==> config.mk <==
export PLATFORM = sky130hd
export DESIGN_NAME = oetc_osc_ctrl
export DESIGN_NICKNAME = d
export VERILOG_FILES = /design/src/oetc_pkg.sv /design/src/oetc_sync.sv /design/src/oetc_osc_ctrl.sv
export SDC_FILE = /design/constraint.sdc
export NUM_CORES = 1
export LEC_CHECK = 0
export BUFFER_PORTS_ARGS = -buffer_cell sky130_fd_sc_hd__buf_2
export CAP_MARGIN = 20
export CORE_ASPECT_RATIO = 0.8
export CORE_MARGIN = 1.5
export CORE_UTILIZATION = 60
export CTS_BUF_LIST = sky130_fd_sc_hd__clkbuf_8
export CTS_CLUSTER_SIZE = 28
export DETAILED_ROUTE_END_ITERATION = 10
export PLACE_DENSITY = 0.86
export SYNTH_ARGS = -nofsm -noshare
export SYNTH_HDL_FRONTEND = slang
export SYNTH_SLANG_ARGS = --single-unit
==> constraint.sdc <==
create_clock -name ref_clk -period 3 [get_ports ref_clk]
set_input_delay 0.6 -clock ref_clk [delete_from_list [all_inputs] [get_ports ref_clk]]
set_output_delay 0.6 -clock ref_clk [all_outputs]
set_load 0.01 [all_outputs]
==> src/oetc_pkg.sv <==
package oetc_pkg;

    // Register offsets on the plain register port
    localparam int ADDR_W = 6;
    localparam logic [5:0] TRIM_HI_ADDR = 6'h18;
    localparam logic [5:0] TRIM_LO_ADDR = 6'h19;
    localparam logic [5:0] OSC_CTRL_ADDR = 6'h1a;
    localparam logic [5:0] CLOCK_CFG_PROTECT_ADDR = 6'h1b;
    localparam logic [5:0] CLK_STAT_ADDR = 6'h1c;

    // Oscillator control fields
    localparam int OSC_EN_BIT = 7;
    localparam int OSC_RSVD_BIT = 5;
    localparam logic [7:0] OSC_CTRL_RESET = 8'h00;

    // Protection register
    localparam logic [7:0] CLOCK_CFG_PROTECT_UNLOCK_KEY = 8'h26;
    localparam logic CLOCK_CFG_PROTECT_RESET = 1'b0;

    // Trim high byte: temperature trim in 15:11, frequency trim 9:8
    localparam int TC_LSB = 3;
    localparam int TC_W = 5;
    localparam int TC_SIGN_BIT = 4;
    localparam int TC_MAG_W = 4;
    localparam int FTRIM_HI_W = 2;

    // Clock select and status register fields
    localparam int CS_PLL_CLOCK_SELECT_BIT = 0;
    localparam int CS_MONRST_BIT = 1;
    localparam int CS_STABLE_BIT = 2;
    localparam int CS_LOCK_BIT = 3;
    localparam int CS_PINRES_BIT = 4;

    localparam logic [7:0] ZERO_BYTE = 8'h00;

    // Decoded temperature trim toward the compensation circuit
    typedef struct packed {
        logic compEnable;
        logic positive;
        logic [3:0] magnitude;
    } oetc_tc_t;

endpackage

==> src/oetc_sync.sv <==
`timescale 1ns/1ps
module oetc_sync (
    // Clock and reset
    input wire logic ref_clk,
    input wire logic rst,
    // Asynchronous level in, filtered level out
    input wire logic async,
    output logic level
);
    logic s1;
    logic s2;
    logic s3;

    // Change counts only once the second and third stages agree
    always_ff @(posedge ref_clk) begin
        if (rst) begin
            s1 <= 1'b0;
            s2 <= 1'b0;
            s3 <= 1'b0;
            level <= 1'b0;
        end else begin
            s1 <= async;
            s2 <= s1;
            s3 <= s2;
            if (s2 == s3) begin
                level <= s3;
            end
        end
    end
endmodule // oetc_sync

==> src/oetc_osc_ctrl.sv <==
// The strobed register port is this design's own decision.
`timescale 1ns/1ps
module oetc_osc_ctrl #(
    parameter int SETTLE_CYCLES = 16,
    parameter logic [7:0] TRIM_HI_RESET = 8'h03,
    parameter logic [7:0] TRIM_LO_RESET = 8'hff
) (
    // Clock and reset
    input wire logic ref_clk,
    input wire logic rst,
    // Register port
    input wire logic [oetc_pkg::ADDR_W-1:0] addr,
    input wire logic [7:0] wrData,
    input wire logic wrStb,
    input wire logic rdStb,
    output logic [7:0] rdData,
    // Analog status from the crystal circuit and PLL
    input wire logic oscGoodRaw,
    input wire logic pllLockRaw,
    // Clock steering
    output logic externalOscEnable,
    output logic refSelectExternal,
    output logic externalClockUsable,
    output logic crystalPinsReserved,
    output logic oscMonitorReset,
    // Trim toward the RC oscillator
    output oetc_pkg::oetc_tc_t tcTrimCtrl,
    output logic [9:0] freqTrim
);

    logic oscGood;
    logic pllLock;
    logic [7:0] oscCtrl;
    logic clockCfgProtect;
    logic pllClockSelect;
    logic oscMonitorResetEnable;
    logic oscStableFlag;
    logic pllLockFlag;
    logic [oetc_pkg::TC_W-1:0] tempCoeffTrim;
    logic [9:0] freqTrimReg;
    logic [15:0] settleCount;
    logic [15:0] lockCount;

    // Status levels come from analogue circuits on no clock of ours
    oetc_sync u_sync_osc (
        .ref_clk(ref_clk),
        .rst(rst),
        .async(oscGoodRaw),
        .level(oscGood)
    );

    oetc_sync u_sync_lock (
        .ref_clk(ref_clk),
        .rst(rst),
        .async(pllLockRaw),
        .level(pllLock)
    );

    // Address decode
    wire hitOsc = addr == oetc_pkg::OSC_CTRL_ADDR;
    wire hitProt = addr == oetc_pkg::CLOCK_CFG_PROTECT_ADDR;
    wire hitTrimHi = addr == oetc_pkg::TRIM_HI_ADDR;
    wire hitTrimLo = addr == oetc_pkg::TRIM_LO_ADDR;
    wire hitStat = addr == oetc_pkg::CLK_STAT_ADDR;

    wire oscWrOk = wrStb && hitOsc && !clockCfgProtect && pllClockSelect;
    wire trimWrOk = wrStb && (hitTrimHi || hitTrimLo) && !clockCfgProtect;
    // Trim writes with the PLL running also disturb the lock
    wire flagClear = oscWrOk || (trimWrOk && pllClockSelect);
    wire statWr = wrStb && hitStat;
    // Only enable and the reserved bit are stored; others read zero
    wire [7:0] oscWrMask = 8'(1 << oetc_pkg::OSC_EN_BIT) | 8'(1 << oetc_pkg::OSC_RSVD_BIT);

    // Settle and lock qualification counters
    wire [15:0] settleLimit = 16'(SETTLE_CYCLES);
    wire oscEnabled = oscCtrl[oetc_pkg::OSC_EN_BIT];
    wire settleDone = settleCount == settleLimit;
    wire lockDone = lockCount == settleLimit;
    wire settleRestart = flagClear || !oscGood || !oscEnabled;
    wire lockRestart = flagClear || !pllLock;
    wire [15:0] settleNext = settleCount + 16'h0001;
    wire [15:0] lockNext = lockCount + 16'h0001;
    // Flags set once, as the count reaches its limit; a level set would mask the clear
    wire settleReach = !settleRestart && !settleDone && settleNext == settleLimit;
    wire lockReach = !lockRestart && !lockDone && lockNext == settleLimit;
    wire [15:0] next_settleCount = settleRestart ? 16'h0000 :
        settleDone ? settleCount : settleNext;
    wire [15:0] next_lockCount = lockRestart ? 16'h0000 :
        lockDone ? lockCount : lockNext;
    // Loss judged against the stored enable, so the reset never outlives it
    wire oscLost = oscEnabled && oscStableFlag && !oscGood;

    // Steering decode; everything leaves through a flop
    wire next_externalClockUsable = oscStableFlag && oscEnabled;
    wire next_crystalPinsReserved = crystalPinsReserved || oscEnabled;
    wire next_oscMonitorReset = oscMonitorResetEnable && oscLost;
    // Both zero-step codes switch compensation off
    wire next_compEnable = tempCoeffTrim[oetc_pkg::TC_MAG_W-1:0] != 4'h0;
    wire next_tcPositive = tempCoeffTrim[oetc_pkg::TC_SIGN_BIT];
    wire [oetc_pkg::TC_MAG_W-1:0] next_tcMag = tempCoeffTrim[oetc_pkg::TC_MAG_W-1:0];
    wire oetc_pkg::oetc_tc_t next_tcTrimCtrl = {next_compEnable, next_tcPositive, next_tcMag};

    wire [7:0] statByte = {3'h0, crystalPinsReserved, pllLockFlag, oscStableFlag,
        oscMonitorResetEnable, pllClockSelect};
    wire [7:0] trimHiByte = {tempCoeffTrim, 1'b0, freqTrimReg[9:8]};

    // Read mux; unmapped addresses and idle cycles read zero
    logic [7:0] next_rdData;
    always_comb begin
        next_rdData = oetc_pkg::ZERO_BYTE;
        if (!rdStb) begin
            next_rdData = oetc_pkg::ZERO_BYTE;
        end else if (hitOsc) begin
            next_rdData = oscCtrl;
        end else if (hitProt) begin
            next_rdData = {7'h00, clockCfgProtect};
        end else if (hitTrimHi) begin
            next_rdData = trimHiByte;
        end else if (hitTrimLo) begin
            next_rdData = freqTrimReg[7:0];
        end else if (hitStat) begin
            next_rdData = statByte;
        end
    end

    // Registers and protection
    always_ff @(posedge ref_clk) begin
        if (rst) begin
            oscCtrl <= oetc_pkg::OSC_CTRL_RESET;
            clockCfgProtect <= oetc_pkg::CLOCK_CFG_PROTECT_RESET;
            pllClockSelect <= 1'b0;
            oscMonitorResetEnable <= 1'b0;
            rdData <= oetc_pkg::ZERO_BYTE;
        end else begin
            rdData <= next_rdData;
            if (oscWrOk) begin
                oscCtrl <= wrData & oscWrMask;
            end
            // Protection takes every write to its own address, locked or not
            if (wrStb && hitProt) begin
                clockCfgProtect <= wrData != oetc_pkg::CLOCK_CFG_PROTECT_UNLOCK_KEY;
            end
            if (statWr) begin
                pllClockSelect <= wrData[oetc_pkg::CS_PLL_CLOCK_SELECT_BIT];
                // Monitor enable frozen while the oscillator runs
                if (!externalOscEnable) begin
                    oscMonitorResetEnable <= wrData[oetc_pkg::CS_MONRST_BIT];
                end
            end
        end
    end

    // Trim registers; reset stands in for the factory load
    always_ff @(posedge ref_clk) begin
        if (rst) begin
            tempCoeffTrim <= TRIM_HI_RESET[7:3];
            freqTrimReg <= {TRIM_HI_RESET[1:0], TRIM_LO_RESET};
        end else if (trimWrOk && hitTrimHi) begin
            tempCoeffTrim <= wrData[oetc_pkg::TC_LSB +: oetc_pkg::TC_W];
            freqTrimReg[9:8] <= wrData[oetc_pkg::FTRIM_HI_W-1:0];
        end else if (trimWrOk) begin
            freqTrimReg[7:0] <= wrData;
        end
    end

    // Settle and lock qualification; a same-cycle clear restarts the count and blocks the set
    always_ff @(posedge ref_clk) begin
        if (rst) begin
            settleCount <= 16'h0000;
            lockCount <= 16'h0000;
            oscStableFlag <= 1'b0;
            pllLockFlag <= 1'b0;
        end else begin
            settleCount <= next_settleCount;
            lockCount <= next_lockCount;
            if (settleReach) begin
                oscStableFlag <= 1'b1;
            end else if (flagClear || !oscGood) begin
                oscStableFlag <= 1'b0;
            end
            if (lockReach) begin
                pllLockFlag <= 1'b1;
            end else if (flagClear || !pllLock) begin
                pllLockFlag <= 1'b0;
            end
        end
    end

    // Clock steering outputs, all registered
    always_ff @(posedge ref_clk) begin
        if (rst) begin
            externalOscEnable <= 1'b0;
            refSelectExternal <= 1'b0;
            externalClockUsable <= 1'b0;
            crystalPinsReserved <= 1'b0;
            oscMonitorReset <= 1'b0;
            tcTrimCtrl <= '0;
            freqTrim <= 10'h000;
        end else begin
            externalOscEnable <= oscEnabled;
            refSelectExternal <= oscEnabled;
            externalClockUsable <= next_externalClockUsable;
            // Sticky: pins never return to general use before reset
            crystalPinsReserved <= next_crystalPinsReserved;
            oscMonitorReset <= next_oscMonitorReset;
            tcTrimCtrl <= next_tcTrimCtrl;
            freqTrim <= freqTrimReg;
        end
    end

endmodule // oetc_osc_ctrl

# Word level (Yosys, flattened, before mapping)

Index checks and enable logic that the tools add are counted.

Add/sub/neg operators: 2
Equal/unequal tests: 12
Muxes and demuxes: 9
Bitwise operators: 3
Reductions and logical operators: 41

Operators by type and width:

| kind                                                   | count |
|---|---|
| == test 16 x 5 -> 1 bit (second input constant)        | 4 |
| adder 16 x 1 -> 16 bit (second input constant)         | 2 |
| 2-to-1 mux 8 bit                                       | 4 |
| == test 6 x 5 -> 1 bit (second input constant)         | 5 |
| logical AND 1 bit                                      | 16 |
| logical NOT 1 bit                                      | 8 |
| inequality test 8 x 6 -> 1 bit (second input constant) | 1 |
| logical OR 1 bit                                       | 6 |
| OR reduction 2 bit                                     | 3 |
| 2-to-1 mux 5 bit                                       | 1 |
| OR reduction 5 bit                                     | 1 |
| 2-to-1 mux 1 bit                                       | 4 |
| AND reduction 2 bit                                    | 2 |
| nonzero test 2 bit                                     | 2 |
| nonzero test 4 bit                                     | 1 |
| OR reduction 4 bit                                     | 1 |
| inverter 1 bit                                         | 3 |
| OR reduction 3 bit                                     | 1 |
| == test 1 bit                                          | 2 |

Bits in registers: 90
Input port bits: 20
Output and inout bits: 29

# Longest topological paths before layout

Gate-level depths: netlist (run 1).

Depth in word-level cells: 12
Gate-level depth with buffers: 8
Gate-level depth less buffers: 8

# Hierarchy

Synthesis (run 1) repeated with hierarchy kept, for this count alone.

Cells, all modules: 430
Area, all modules: 3943.8 µm²

Modules (own cells, without submodules):

| module        | instances | cells each | area an instance (µm²) | seq. area each (µm²) |
|---|---|---|---|---|
| oetc_osc_ctrl | 1         | 410        | 3718.6                 | 1641.6 |
| oetc_sync     | 2         | 10         | 112.6                  | 80.1 |

# Worst setup path after synthesis (run 1)

OpenSTA, ideal clock, no wires.

Kind: input -> register
Start: in addr[5] (netlist bit)
End: reg freqTrimReg[0]
Arrival time: 1988 ps
Required time: 2880 ps
Setup slack: 892 ps
Stages on the path: 6
Path through: nand4bb_1 -> nor3b_1 -> buf_2 -> nand3b_1 -> clkbuf_1 -> a211o_1

Cells in the longest elaborated chain, start to end: 7
Elaborated cells between the ends (all ways): 8

Ends and longest elaborated chain:

| what                                      | line                                     | text |
|---|---|---|
| start, declared                           | oetc_osc_ctrl.sv:12                      | `input wire logic [oetc_pkg::ADDR_W-1:0] addr,` |
| == test 6 x 5 -> 1 bit (on tied branches) | oetc_osc_ctrl.sv:62, oetc_osc_ctrl.sv:63 |  |
| logical OR 1 bit                          | oetc_osc_ctrl.sv:67                      | `wire trimWrOk = wrStb && (hitTrimHi \|\| hitTrimLo) && !clockCfgProtect;` |
| logical AND 1 bit (2 in series)           | oetc_osc_ctrl.sv:67                      |  |
| logical AND 1 bit                         | oetc_osc_ctrl.sv:158                     | `end else if (trimWrOk && hitTrimHi) begin` |
| inverter 1 bit (no source line)           | n/a                                      |  |
| AND reduction 2 bit (no source line) *    | n/a                                      |  |
| end signal, assigned                      | oetc_osc_ctrl.sv:157                     | `freqTrimReg <= {TRIM_HI_RESET[1:0], TRIM_LO_RESET};` |
| end signal, assigned                      | oetc_osc_ctrl.sv:162                     | `freqTrimReg[7:0] <= wrData;` |
| end, declared                             | oetc_osc_ctrl.sv:40                      | `logic [9:0] freqTrimReg;` |

Every way passes the cells marked *; elsewhere a longest branch is shown, timed or not.
A chain may end at the register's enable or synchronous reset.

# Final worst setup path (run 1)

Start: reg lockCount[0]
End: reg pllLockFlag

Cells in the longest elaborated chain, start to end: 5
Elaborated cells between the ends (all ways): 8

Ends and longest elaborated chain:

| what                                                           | line                 | text |
|---|---|---|
| start, declared                                                | oetc_osc_ctrl.sv:42  | `logic [15:0] lockCount;` |
| start signal, assigned                                         | oetc_osc_ctrl.sv:175 | `lockCount <= next_lockCount;` |
| branches (longest 3 deep; another with adder 16 x 1 -> 16 bit) | n/a                  |  |
| logical AND 1 bit *                                            | oetc_osc_ctrl.sv:85  | `wire lockReach = !lockRestart && !lockDone && lockNext == settleLimit;` |
| 2-to-1 mux 1 bit / nonzero test 2 bit (equally long branches)  | n/a                  |  |
| end signal, assigned                                           | oetc_osc_ctrl.sv:172 | `pllLockFlag <= 1'b0;` |
| end signal, assigned                                           | oetc_osc_ctrl.sv:182 | `pllLockFlag <= 1'b1;` |
| end signal, assigned                                           | oetc_osc_ctrl.sv:184 | `pllLockFlag <= 1'b0;` |
| end, declared                                                  | oetc_osc_ctrl.sv:38  | `logic pllLockFlag;` |

Every way passes the cells marked *.

==> impl_metrics.toml, run 1 <==
[outcome]
outcome = "complete, no violations"

[synth]
synthesis.nets = 466
ys_seq_elements = 90
synth_top_area_share_pct = 47.23
syn_inst = 442
synthFlopType = "dfxtp_1"
postSynth.asyncResetShare_pct = 0
yosysTopAreaCell = "dfxtp_1"
ys_seq_area_share_pct = 47.23
yosysUniqueCellTypes = 45
synth_area_leaders = "dfxtp_1, nor2_1, xnor2_1"
ys_warn_count = 0
synth_edf_count = 0
avgSynthCellArea_um2 = 8.631
syn-cell-area_um2 = 3815

[setup_path]
cp_max_fo = 8
cp-startpoint = "lockCount[0]"
cp-end-kind = "flip-flop"
cp-start-kind = "flip-flop"
critPathKind = "flip-flop to flip-flop"
critPathRequiredTime_ns = 3.31
crit_arrival_ns = 2.62
r2r_start = "lockCount[0]"

[finish]
areaGrowthSynthToFinish_pct = 11.97
drive_gt1_share_pct = 15.50
final_common_cell = "dfxtp_1"
antenna_cells = 0
ff_latch_area_um2 = 1802
final_cells = 565
multiInputGateArea_um2 = 1848
fill_cells = 473
layout.nets = 503
mostFrequentLayoutCells = "dfxtp_1, nor2_1, buf_2"

[floorplan]
die_x_um = 92.15
die_area_um2 = 6849
core_area_um2 = 6037
ioPinCount = 49
rows = 25
initial_core_util_pct = 63.19
die_h_um = 74.32

[global_route]
grt.overflow.total = 0
grt_pass1_vias = 2787
grt.total_usage_pct = 24.74
grt_pass1_wl_mm = 13.14
grt_max_degree = 37
antenna_found_initial = 0

[sta]
hold_viol = 0
post-route-period-util_pct = 77.00
fin_skew_ns = 0.01036
post-route-min-period_ns = 2.310
timing.fmax_mhz = 432.9
tns_ns = 0
worstMarginPinSlew_ns = 0.8128
setup_viol = 0
final_max_slew_viol_count = 0
rsz0062_at_grt = "false"
slew_headroom_pct = 45.70

[power]
total_power_w = 0.002083
leakage_nw = 1.608
p_per_area_nw_per_um2 = 487.7
max-vdd-ir-drop_mv = 0.3508

[clocking]
cts_root_buf = "clkbuf_8"
clock_latency_ns = 0.37
cts-buffers-inserted = 9
cts_setup_buffers = 0
hold_buffers = 0
cts-resized-gates = 0
cts_tree = "yes"
clkTransAtPathRegs_ns = 0.10
htreeDepth = 3
clock_path_buffers = 2
cts_sinks = 90

[drt]
ant_nets = 0
wl_per_cell_um = 14.48
drtPass1Iterations = 5
via_per_inst = 5.708
via_count = 3225
drc = 0
wl_mm = 8.181
drtIter0Drc = 197

[place]
place_inst = 549
dp_hpwl_mm = 5.869
gp_congestion = 0.9318
port_buffers = 48

[job]
cap_violations = 0

[hold_path]
min_from = "oscGoodRaw"
hold_class = "input port to flip-flop"
==> worst max-delay path: stages, from the launching register on <==
cell and delay [ns]:
dfxtp_1 0.48, ha_1 0.28, inv_1 0.10, or4_4 0.57, or3_1 0.39, a221oi_2 0.25, a31oi_1 0.11, nor2_1 0.08
==> logic make-up after synthesis <==
| kind of cell | after synthesis | synth area share (%) |
|---|---|---|
| simple gates | 211 | 27.81 |
| xor+xnor | 34 | 7.806 |
| mux | 8 | 2.165 |
| flops | 90 | 47.23 |
| compound gates | 53 | 9.348 |
| fa+ha+maj | 4 | 1.312 |
| buf+inv | 42 | 4.329 |
==> worst paths after layout <==
path / end / slack [ns] / cells after the start
hold reg to reg: u_sync_osc.s2 / 0.46 / 1
setup / recovery: pllLockFlag / 0.69 / 7
setup reg to reg: pllLockFlag / 0.69 / 7
hold / removal: u_sync_osc.s1 / 0.44 / 2
==> where the power goes <==
| part | switching (W) | total, W | internal, W |
|---|---|---|---|
| combinational | 0.0000467 | 0.0000752 | 0.0000285 |
| clock | 0.000473 | 0.000796 | 0.000323 |
| sequential | 0.00000512 | 0.00121 | 0.00121 |
==> Yosys cell counts, drive strengths merged (3+ instances only) <==
| master | number |
|---|---|
| dfxtp | 90 |
| nor2 | 72 |
| nand2 | 37 |
| nor2b | 26 |
| nand3 | 25 |
| a21oi | 22 |
| xnor2 | 19 |
| clkbuf | 18 |
| inv | 17 |
| xor2 | 15 |
| nand4 | 13 |
| a211o | 9 |
| buf | 7 |
| nor3 | 7 |
| mux2i | 6 |
| nor4 | 6 |
| a22oi | 5 |
| ha | 4 |
| nor4b | 4 |
| o21ai | 4 |
| a31oi | 3 |
| and2 | 3 |
| and3 | 3 |
| nor3b | 3 |
==> stage by stage <==
stage,hold WS (ns),utilization (%),setup WS (ns),cell area (µm²)
6_report,0.4424,70.76,0.6899,4272
5_1_grt,0.4195,70.76,0.5244,4272
4_1_cts,0.4260,70.76,0.6886,4272
3_5_place_dp,0.4349,67.54,0.4812,4078
3_3_place_gp,0.4190,67.54,0.6176,4078
2_1_floorplan,0.4138,-,0.8923,3815
==> layout make-up <==
type / instances / area share (%)
Clock buffer: 9 / 2.900
Clock inverter: 7 / 1.640
Tap cell: 81 / 2.373
Inverter: 17 / 1.494
Multi-Input combinational cell: 310 / 43.26
Timing Repair Buffer: 51 / 6.151
Sequential cell: 90 / 42.18
==> state kept, by name, summed over array words and instances, names as in the netlist, 2 cells and up <==
| name | flops |
|---|---|
| freqTrim | 10 |
| freqTrimReg | 10 |
| lockCount | 16 |
| oscCtrl | 2 |
| rdData | 8 |
| settleCount | 16 |
| tcTrimCtrl | 6 |
| tempCoeffTrim | 5 |
==> routing by layer <==
layer  GRT usage, %  vias up  wire (µm)
met5              0        -          0
met4          9.915        0        113
met3          6.544       14        586
met2          36.63      123       3668
met1          34.72     1513       3813
li1               -     1575          -
Note: power is estimated with default switching activity, not from simulation.
==> inputs of run 2 (changes only) <==
--- a/config.mk
+++ b/config.mk
@@ -5,15 +5,16 @@
 export SDC_FILE = /design/constraint.sdc
 export NUM_CORES = 1
 export LEC_CHECK = 0
+export ABC_AREA = 1
 export BUFFER_PORTS_ARGS = -buffer_cell sky130_fd_sc_hd__buf_2
 export CAP_MARGIN = 20
 export CORE_ASPECT_RATIO = 0.8
 export CORE_MARGIN = 1.5
-export CORE_UTILIZATION = 60
+export CORE_UTILIZATION = 54
 export CTS_BUF_LIST = sky130_fd_sc_hd__clkbuf_8
 export CTS_CLUSTER_SIZE = 28
 export DETAILED_ROUTE_END_ITERATION = 10
-export PLACE_DENSITY = 0.86
+export PLACE_DENSITY = 0.82
 export SYNTH_ARGS = -nofsm -noshare
 export SYNTH_HDL_FRONTEND = slang
 export SYNTH_SLANG_ARGS = --single-unit
==> constraint.sdc (replaced) <==
create_clock -name ref_clk -period 1.95 [get_ports ref_clk]
set_input_delay 0.39 -clock ref_clk [delete_from_list [all_inputs] [get_ports ref_clk]]
set_output_delay 0.39 -clock ref_clk [all_outputs]
set_load 0.01 [all_outputs]
==> run 2 against run 1 <==
  * Cell count up 24%
  * Sequential cell count unchanged
  * Final area up 5.6%
  * Die area up 16%
  * Sequential power up 54%
  * Worst hold slack worse by 0.23 ns
  * Wire length up 11%
  * Worst setup slack worse by 0.52 ns
  * Synthesized area up 4.9%
  * Clock power up 55%
  * Largest cell class unchanged
  * Highest routed layer unchanged
==> impl_metrics.toml, run 2 <==
[synth]
synth_top_area_share_pct = 45.03
netlist_top_cells_count = "nand2_1, nor2_1, dfxtp_1"
synth_area_leaders = "dfxtp_1, nand2_1, nor2_1"
synthFlopType = "dfxtp_1"
avgSynthCellArea_um2 = 7.210
postSynth.asyncResetShare_pct = 0
synthesis.nets = 579
ys_seq_elements = 90
synth_edf_count = 0
ys_seq_area_share_pct = 45.03
ys_warn_count = 0
syn_inst = 555
yosysMostFrequentCell = "nand2_1"
yosysTopAreaCell = "dfxtp_1"
yosysUniqueCellTypes = 35
syn-cell-area_um2 = 4001

[clocking]
cts_sinks = 90
clock_path_buffers = 2
cts_tree = "yes"
clkTransAtPathRegs_ns = 0.10
cts_setup_buffers = 0
cts-buffers-inserted = 9
clock_latency_ns = 0.37
hold_buffers = 0
cts_root_buf = "clkbuf_8"
htreeDepth = 3

[drt]
drtIter0Drc = 216
drtPass1Iterations = 5
wl_mm = 9.067
wl_per_cell_um = 12.97
drc = 0
via_per_inst = 5.405
ant_nets = 0
via_count = 3778

[sta]
worstMarginPinSlew_ns = 0.5405
setup_viol = 0
fin_skew_ns = 0.01408
post-route-min-period_ns = 1.784
rsz0062_at_grt = "false"
final_max_slew_viol_count = 0
slew_headroom_pct = 63.86
post-route-period-util_pct = 91.51
tns_ns = 0
timing.fmax_mhz = 560.4
hold_viol = 0

[floorplan]
rows = 27
die_area_um2 = 7939
initial_core_util_pct = 56.94
die_x_um = 99.24
core_area_um2 = 7027
ioPinCount = 49
die_h_um = 80.00

[power]
p_per_area_nw_per_um2 = 711.4
max-vdd-ir-drop_mv = 0.4213
leakage_nw = 1.964

[setup_path]
critPathRequiredTime_ns = 2.25
cp-end-kind = "flip-flop"
cp-start-kind = "flip-flop"
critPathKind = "flip-flop to flip-flop"
cp_max_fo = 8
r2r_start = "lockCount[0]"
cp-startpoint = "lockCount[0]"
crit_arrival_ns = 2.08

[global_route]
grt.overflow.total = 0
grt_max_degree = 19
antenna_found_initial = 0
grt.total_usage_pct = 23.86
grt_pass1_wl_mm = 14.98
grt_pass1_vias = 3309

[outcome]
outcome = "complete, no violations"

[hold_path]
hold_class = "input port to flip-flop"
min_from = "oscGoodRaw"

[finish]
antenna_cells = 0
layout.nets = 631
mostFrequentLayoutCells = "nand2_1, nor2_1, dfxtp_1"
final_common_cell = "nand2_1"
reg_top3 = "lockCount x16, settleCount x16"
drive_gt1_share_pct = 16.83
fin_area_um2 = 4509
areaGrowthSynthToFinish_pct = 12.70
fin_util_pct = 64.17

[place]
placed_cell_area_um2 = 4314
port_buffers = 48
dp_hpwl_mm = 6.791
gp_congestion = 0.9286

[job]
cap_violations = 0
run 2: area by class of cell:
type / count / area [µm²]
fillers: 630 / 2517
multi-input cells: 371 / 1817
flip-flops and latches: 90 / 1802
inverters: 81 / 304.0
repair buffers: 54 / 285.3
clock buffers: 9 / 123.9
well taps: 87 / 108.9
clock inverters: 7 / 68.82
run 2: metal layers:
metal / global-route usage [%] / wire (µm) / up-vias
met5: 0 / 0 / -
met4: 7.324 / 136 / 0
met3: 6.480 / 720 / 17
met2: 36.99 / 3985 / 166
met1: 32.53 / 4224 / 1721
li1: - / - / 1874
run 2: critical path, cell delays in order, from the launching register on:
cell	delay, ns
dfxtp_1	0.54
ha_1	0.34
nand2_2	0.13
nor2_1	0.13
nand3_1	0.09
nand2_1	0.09
nand2_1	0.05
nor2_1	0.13
nand3_1	0.09
a21oi_1	0.13
run 2: kinds of logic after synthesis:
kind of cell               count (synthesis)  synth area share (%)
xor gates and xnor gates                   5                 1.095
AOI/OAI and AO/OA                         74                 10.63
DFF                                       90                 45.03
and+or+nand+nor                          288                 32.36
buffers and inverters                     94                 9.631
adders and majority gates                  4                 1.251
run 2: worst paths after layout:
check / endpoint / slack, ns / cells past startpoint
setup / recovery: pllLockFlag / 0.17 / 9
hold / removal: u_sync_osc.s1 / 0.22 / 3
setup reg to reg: pllLockFlag / 0.17 / 9
hold reg to reg: u_sync_lock.s2 / 0.39 / 2
run 2: per-stage QoR:
stage | instances | total power, W | worst slack (ns) | hold slack (ns)
6_report | 699 | 0.003208 | 0.1656 | 0.2171
5_1_grt | 699 | 0.003315 | 0.01075 | 0.2174
4_1_cts | 699 | 0.003238 | 0.1608 | 0.2086
3_5_place_dp | 683 | 0.002022 | 0.1793 | 0.3952
3_3_place_gp | 683 | 0.002018 | 0.2345 | 0.3919
2_1_floorplan | 555 | 0.001973 | 0.4624 | 0.3883
run 2: what timing repair did:
action	CTS	global route
resized for setup	0	1
endpoints found under the hold margin	0	0
endpoints found under the setup margin	0	1
run 2: power by group:
part	switching, W	total [W]	internal [W]
logic	0.0000759	0.000118	0.0000422
registers	0.00000630	0.00186	0.00186
clock network	0.000730	0.00123	0.000496
